File: config.mk
export PLATFORM = sky130hd
export DESIGN_NAME = external_bus_release_arbiter
export DESIGN_NICKNAME = d
export VERILOG_FILES = /design/src/external_bus_release_arbiter.v
export VERILOG_INCLUDE_DIRS = /design/src /design/src/include
export SDC_FILE = /design/constraint.sdc
export NUM_CORES = 1
export LEC_CHECK = 0
export ABC_AREA = 1
export BUFFER_PORTS_ARGS = -buffer_cell sky130_fd_sc_hd__buf_2
export CAP_MARGIN = 20
export CORE_MARGIN = 2
export CORE_UTILIZATION = 38
export CTS_CLUSTER_DIAMETER = 120
export DETAILED_ROUTE_END_ITERATION = 8
export PLACE_DENSITY_LB_ADDON = 0.2
export SLEW_MARGIN = 20
export SYNTH_ARGS = -nofsm -noshare
export SYNTH_HDL_FRONTEND = slang
export SYNTH_SLANG_ARGS = --single-unit
export TNS_END_PERCENT = 100
File: constraint.sdc
create_clock -name i_mclk -period 1.8 [get_ports i_mclk]
set_clock_uncertainty 0.15 [all_clocks]
set_input_delay 0 -clock i_mclk [delete_from_list [all_inputs] [get_ports i_mclk]]
set_output_delay 0 -clock i_mclk [all_outputs]
set_load 0.05 [all_outputs]
File: src/include/bus_release_defines.vh
`ifndef BUS_RELEASE_DEFINES_VH
`define BUS_RELEASE_DEFINES_VH

// ----------------------------------------
// arbiter states
// ----------------------------------------
`define ARB_ST_W      2
`define ARB_ST_CORE   2'h0
`define ARB_ST_FLOAT  2'h1
`define ARB_ST_EXT    2'h2
`define ARB_ST_DMA    2'h3

// ----------------------------------------
// bus widths
// ----------------------------------------
`define ADDR_W        24
`define DATA_W        8
`define DMA_N         2

`endif

File: src/external_bus_release_arbiter.v
`include "bus_release_defines.vh"
`default_nettype none

module external_bus_release_arbiter #(
  parameter ADDR_W = `ADDR_W,
  parameter DATA_W = `DATA_W,
  parameter DMA_N  = `DMA_N
) (
  // clock and reset
  input  wire              i_mclk,
  input  wire              i_rst_b,
  // external bus request and grant
  input  wire              i_bus_request_n,
  output reg               o_bus_grant_n,
  // core side bus
  input  wire [ADDR_W-1:0] i_core_addr,
  input  wire [DATA_W-1:0] i_core_wdata,
  input  wire              i_core_data_oe,
  input  wire              i_core_memory_request_n,
  input  wire              i_core_io_request_n,
  output wire              o_core_hold,
  // internal dma requests
  input  wire [DMA_N-1:0]  i_dma_req,
  output wire [DMA_N-1:0]  o_dma_gnt,
  // address pins
  input  wire [ADDR_W-1:0] i_addr,
  output wire [ADDR_W-1:0] o_addr,
  output wire              o_addr_oe,
  // data pins
  output wire [DATA_W-1:0] o_data,
  output wire              o_data_oe,
  // strobe pins
  input  wire              i_memory_request_n,
  input  wire              i_io_request_n,
  output wire              o_memory_request_n,
  output wire              o_io_request_n,
  output wire              o_ctrl_oe,
  // snooped outside cycle
  output reg  [ADDR_W-1:0] o_ext_addr,
  output reg               o_ext_memory_request_n,
  output reg               o_ext_io_request_n,
  // clock out
  output wire              o_system_clock_out
);

  // ----------------------------------------
  // arbiter states
  // ----------------------------------------
  localparam [`ARB_ST_W-1:0] ST_CORE  = `ARB_ST_CORE;
  localparam [`ARB_ST_W-1:0] ST_FLOAT = `ARB_ST_FLOAT;
  localparam [`ARB_ST_W-1:0] ST_EXT   = `ARB_ST_EXT;
  localparam [`ARB_ST_W-1:0] ST_DMA   = `ARB_ST_DMA;

  // ----------------------------------------
  // request decode
  // ----------------------------------------
  reg  [`ARB_ST_W-1:0] state_q;
  reg  [`ARB_ST_W-1:0] state_d;
  reg  [DMA_N-1:0]     dma_gnt_q;
  reg  [DMA_N-1:0]     dma_gnt_d;
  wire                 dma_any;
  wire                 ext_req;
  wire [DMA_N-1:0]     dma_pick;
  wire                 in_core;
  wire                 in_float;
  wire                 in_ext;
  wire                 in_dma;

  assign dma_any  = |i_dma_req;
  assign ext_req  = ~i_bus_request_n;
  // lowest index wins; the mask needs DMA_N of two or more
  assign dma_pick = i_dma_req & ~(i_dma_req - {{(DMA_N-1){1'h0}}, 1'h1});
  assign in_core  = (state_q == ST_CORE);
  assign in_float = (state_q == ST_FLOAT);
  assign in_ext   = (state_q == ST_EXT);
  assign in_dma   = (state_q == ST_DMA);

  // ----------------------------------------
  // next state
  // ----------------------------------------
  always @* begin
    state_d   = state_q;
    dma_gnt_d = dma_gnt_q;
    case (state_q)
      ST_CORE: begin
        if (dma_any) begin
          state_d   = ST_DMA;
          dma_gnt_d = dma_pick;
        end else if (ext_req) begin
          state_d = ST_FLOAT;
        end
      end
      ST_FLOAT: begin
        // one cycle with pins floated before grant, so no fight on the bus
        if (dma_any) begin
          state_d   = ST_DMA;
          dma_gnt_d = dma_pick;
        end else if (ext_req) begin
          state_d = ST_EXT;
        end else begin
          state_d = ST_CORE;
        end
      end
      ST_EXT: begin
        // outside master keeps bus until it lets go; no pre-emption mid cycle
        if (!ext_req) begin
          state_d = ST_CORE;
        end
      end
      ST_DMA: begin
        if (!(|(i_dma_req & dma_gnt_q))) begin
          dma_gnt_d = {DMA_N{1'h0}};
          state_d   = ST_CORE;
        end
      end
      default: begin
        state_d   = ST_CORE;
        dma_gnt_d = {DMA_N{1'h0}};
      end
    endcase
  end

  // ----------------------------------------
  // state registers
  // ----------------------------------------
  // grant taken from the next state so it lands together with the state
  always @(posedge i_mclk) begin
    if (!i_rst_b) begin
      state_q       <= ST_CORE;
      dma_gnt_q     <= {DMA_N{1'h0}};
      o_bus_grant_n <= 1'h1;
    end else begin
      state_q       <= state_d;
      dma_gnt_q     <= dma_gnt_d;
      o_bus_grant_n <= (state_d != ST_EXT);
    end
  end

  // ----------------------------------------
  // pin drive
  // ----------------------------------------
  // core drives for itself and for a dma channel; float and outside grant let go
  wire       drive_core;
  wire [1:0] strobe_out;

  assign drive_core  = in_core | in_dma;
  assign o_core_hold = in_float | in_ext;
  assign o_dma_gnt   = dma_gnt_q;

  bus_pin_group #(
    .W (ADDR_W)
  ) u_addr_pins (
    .i_value (i_core_addr),
    .i_own   (drive_core),
    .i_want  (1'h1),
    .o_value (o_addr),
    .o_oe    (o_addr_oe)
  );

  bus_pin_group #(
    .W (DATA_W)
  ) u_data_pins (
    .i_value (i_core_wdata),
    .i_own   (drive_core),
    .i_want  (i_core_data_oe),
    .o_value (o_data),
    .o_oe    (o_data_oe)
  );

  bus_pin_group #(
    .W (2)
  ) u_strobe_pins (
    .i_value ({i_core_memory_request_n, i_core_io_request_n}),
    .i_own   (drive_core),
    .i_want  (1'h1),
    .o_value (strobe_out),
    .o_oe    (o_ctrl_oe)
  );

  assign o_memory_request_n = strobe_out[1];
  assign o_io_request_n     = strobe_out[0];

  // ----------------------------------------
  // outside master cycle capture
  // ----------------------------------------
  always @(posedge i_mclk) begin
    if (!i_rst_b) begin
      o_ext_addr             <= {ADDR_W{1'h0}};
      o_ext_memory_request_n <= 1'h1;
      o_ext_io_request_n     <= 1'h1;
    end else if (in_ext) begin
      o_ext_addr             <= i_addr;
      o_ext_memory_request_n <= i_memory_request_n;
      o_ext_io_request_n     <= i_io_request_n;
    end else begin
      o_ext_memory_request_n <= 1'h1;
      o_ext_io_request_n     <= 1'h1;
    end
  end

  // ----------------------------------------
  // clock out
  // ----------------------------------------
  // clock forwarded directly; a gated copy would skew against the bus
  assign o_system_clock_out = i_mclk;

endmodule // external_bus_release_arbiter

// ----------------------------------------
// one group of bus pins
// ----------------------------------------
module bus_pin_group #(
  parameter W = 1
) (
  // core value and ownership
  input  wire [W-1:0] i_value,
  input  wire         i_own,
  input  wire         i_want,
  // pin drive
  output wire [W-1:0] o_value,
  output wire         o_oe
);

  // value always passes; only the enable decides whether the pins carry it
  assign o_value = i_value;
  assign o_oe    = i_own & i_want;

endmodule // bus_pin_group

`default_nettype wire

==> impl_metrics.ini <==
[die]
die-height_microns = 68.6
core_sq_mm = 0.00400
floorplan.initialDensity_pct = 39.6
design.die.area_sq_mm = 0.00470
pin_count = 134
std_cell_rows = 23
die_w_microns = 68.6

[detailed_routing]
routed_wl_microns = 4140
drc = 0
final_antenna_net_count = 0
vias = 1598
post_dr_vias_cell = 4.43
violation_count_after_the_first_detailed_routing_iteration = 55
drt-wirelength-per-cell_microns = 11.5
dr.pass1.iters = 4

[sta]
period_needed_ns = 1.71
rsz_0062_raised_after_global_routing = false
worst_slew_pin_slew_ns = 0.537
remaining_max_slew_budget_at_the_tightest_pin_pct = 64.1
final_report_setup_violation_count = 0
max_freq_ghz = 0.584
timing.final.ws_setup_ns = 0.0886
finalSetupTns_ns = 0
hold_violations = 0
min_period_over_period_pct = 95.1
drv_slew = 0

[global_routing]
grt_pass1_vias = 1495
globalRoute.totalOverflow = 0
grt_antenna_before_repair = 0
grt_usage_pct = 18.5
grt_start_max_net_pins = 19
grt_first_pass_wirelength_microns = 6350

[critical_path]
crit_path_kind = in2reg
path_buf_inv = 3
cp-end-kind = register
worst-path-max-fanout = 4
worst-endpoint-arrival_ns = 1.82
critical_path.startpoint_type = primary input
cp_cell_sequence = dlygate4sd3_1 -> buf_2 -> nor2_4 -> dlygate4sd3_1 -> nand2_2 -> nor2_2 -> nor2_1 -> nor2_2 -> nand3_2
timing.critical_path.max_delay_family = buffers and inverters
cp.required_ns = 1.91
cpMaxStageDelayCell = dlygate4sd3_1
crit_path_max_incr_delay_ns = 0.61

[final_layout]
layout_common_cells = dlygate4sd3_1 (66), buf_2 (62), nor2_1 (53)
fin_util_pct = 62.3
final_nets = 380
fin_area_sq_mm = 0.00249
mostFrequentLayoutCell = dlygate4sd3_1
areaGrowthSynthToFinish_pct = 57.1
antennaDiodeCount = 0
layout-drive-gt1-share_pct = 31.5

[synthesis]
ys_types = 23
synth.avg_cell_area_sq_um = 7.59
synth_top_cell_area_share_pct = 39.1
post_synthesis_sequential_area_ratio_pct = 39.1
leading_area_contributor_after_synthesis = dfxtp_1
yosysWarnings = 0
mappedNetlistNets = 279
yosys-top-cells-area = dfxtp_1 (39%), buf_4 (18%), nor2_1 (13%), o21ai_0 (7.3%), nand2_1 (4.0%)
synth_cells = 209
netlist_area_sq_mm = 0.00159
synth.ff_latch_count = 31

[placed_design]
dp_area_sq_mm = 0.00168
hpwl_microns = 2390
gp_routability_congestion = 0.891
place.port_buffers = 65
dpl_worst_slack_ns = 0.193

[outcome]
result_of_the_run = complete, no violations

[flow_run]
max-cap-violations = 0

[power]
leakage_nw = 1.26
power-per-cell-area_mw_per_mm2 = 1440
vdd.ir_drop.worst_uv = 891
total_power_mw = 3.58

[clock_tree]
cts.reportedPaths.clkPinSlew_ns = 0.06
clock_latency_ns = 0.37
cts_post_setup_buffers_inserted = 0
cts_tree = yes

[hold_path]
worstHoldPathType = in2reg
final cells by class:
| class | count | area (sq um) |
|---|---|---|
| clock buffers | 12 | 146 |
| multi-input cells | 121 | 593 |
| fillers | 354 | 1510 |
| repair buffers | 134 | 1020 |
| well taps | 50 | 62.6 |
| flip-flops and latches | 31 | 622 |
| inverters | 13 | 48.8 |
power by group:
part	leakage, nW	switching, mW	total (mW)	internal [mW]
combinational	0.925	1.30	1.76	0.464
clock	0.0770	0.358	0.863	0.505
sequential	0.256	0.0909	0.948	0.857
total	1.26	1.75	3.58	1.83
flip-flops by register name, summed over array words and instances (netlist names):
| signal | flops |
|---|---|
| o_bus_grant_n | 1 |
| o_ext_addr | 24 |
| o_ext_io_request_n | 1 |
| o_dma_gnt | 2 |
| o_ext_memory_request_n | 1 |
| state_q | 2 |
routing by layer:
metal,wire (microns),global-route usage (%)
met1,1710,19.6
met2,2090,32.2
met3,270,5.52
met4,70,11.0
met5,0,0
cells in the mapped netlist:
| cell type | n |
|---|---|
| buf_6 | 2 |
| nand3_2 | 1 |
| buf_4 | 38 |
| nor2_4 | 1 |
| nand3_1 | 4 |
| nand2_2 | 5 |
| inv_2 | 1 |
| nand2_1 | 17 |
| a21oi_1 | 2 |
| or2_2 | 2 |
| o21ai_1 | 1 |
| clkbuf_1 | 2 |
| dfxtp_1 | 31 |
| nand4_1 | 1 |
| nor2_1 | 53 |
| nor2_2 | 3 |
| inv_1 | 12 |
| ha_1 | 4 |
| o21ai_2 | 1 |
| clkbuf_2 | 2 |
| a21oi_2 | 2 |
| nand2_4 | 1 |
| o21ai_0 | 23 |
worst reg2reg max path, cell delays in order, from the launching register on:
cell and delay, ns:
dfxtp_1 0.39, inv_1 0.10, ha_1 0.26, buf_4 0.21, nand3_1 0.09, nand2_1 0.06
nor2_2 0.16, nand3_2 0.07
repair_timing:
item	in CTS	in global routing
setup endpoints to repair	0	4
hold buffers	66	0
hold endpoints to repair	65	0
gates resized for setup	0	4
through the flow:
stage	cells	hold slack, ns
floorplan	209	-0.0435
global placement	284	-0.150
detailed placement	284	-0.150
CTS	361	0.192
global route	361	0.209
finish	361	0.205
final timing paths:
kind                  startpoint                  to  slack (ns)  depth (start not counted)
setup reg to reg      state_q[0]       o_bus_grant_n        0.20                          7
hold / removal    i_io_request_n  o_ext_io_request_n        0.21                          3
setup / recovery    i_dma_req[0]       o_bus_grant_n        0.09                          9
hold reg to reg    o_ext_addr[8]       o_ext_addr[8]        0.34                          2
cells by family after synthesis:
group                    share of synthesized area [%]
AND/OR/NAND/NOR                                   24.2
buffers and inverters                             23.6
flip-flops                                        39.1
AO/OA/AOI/OAI                                     9.87
adder cells (fa/ha/maj)                           3.16
Power figures use the tool's default switching activity.
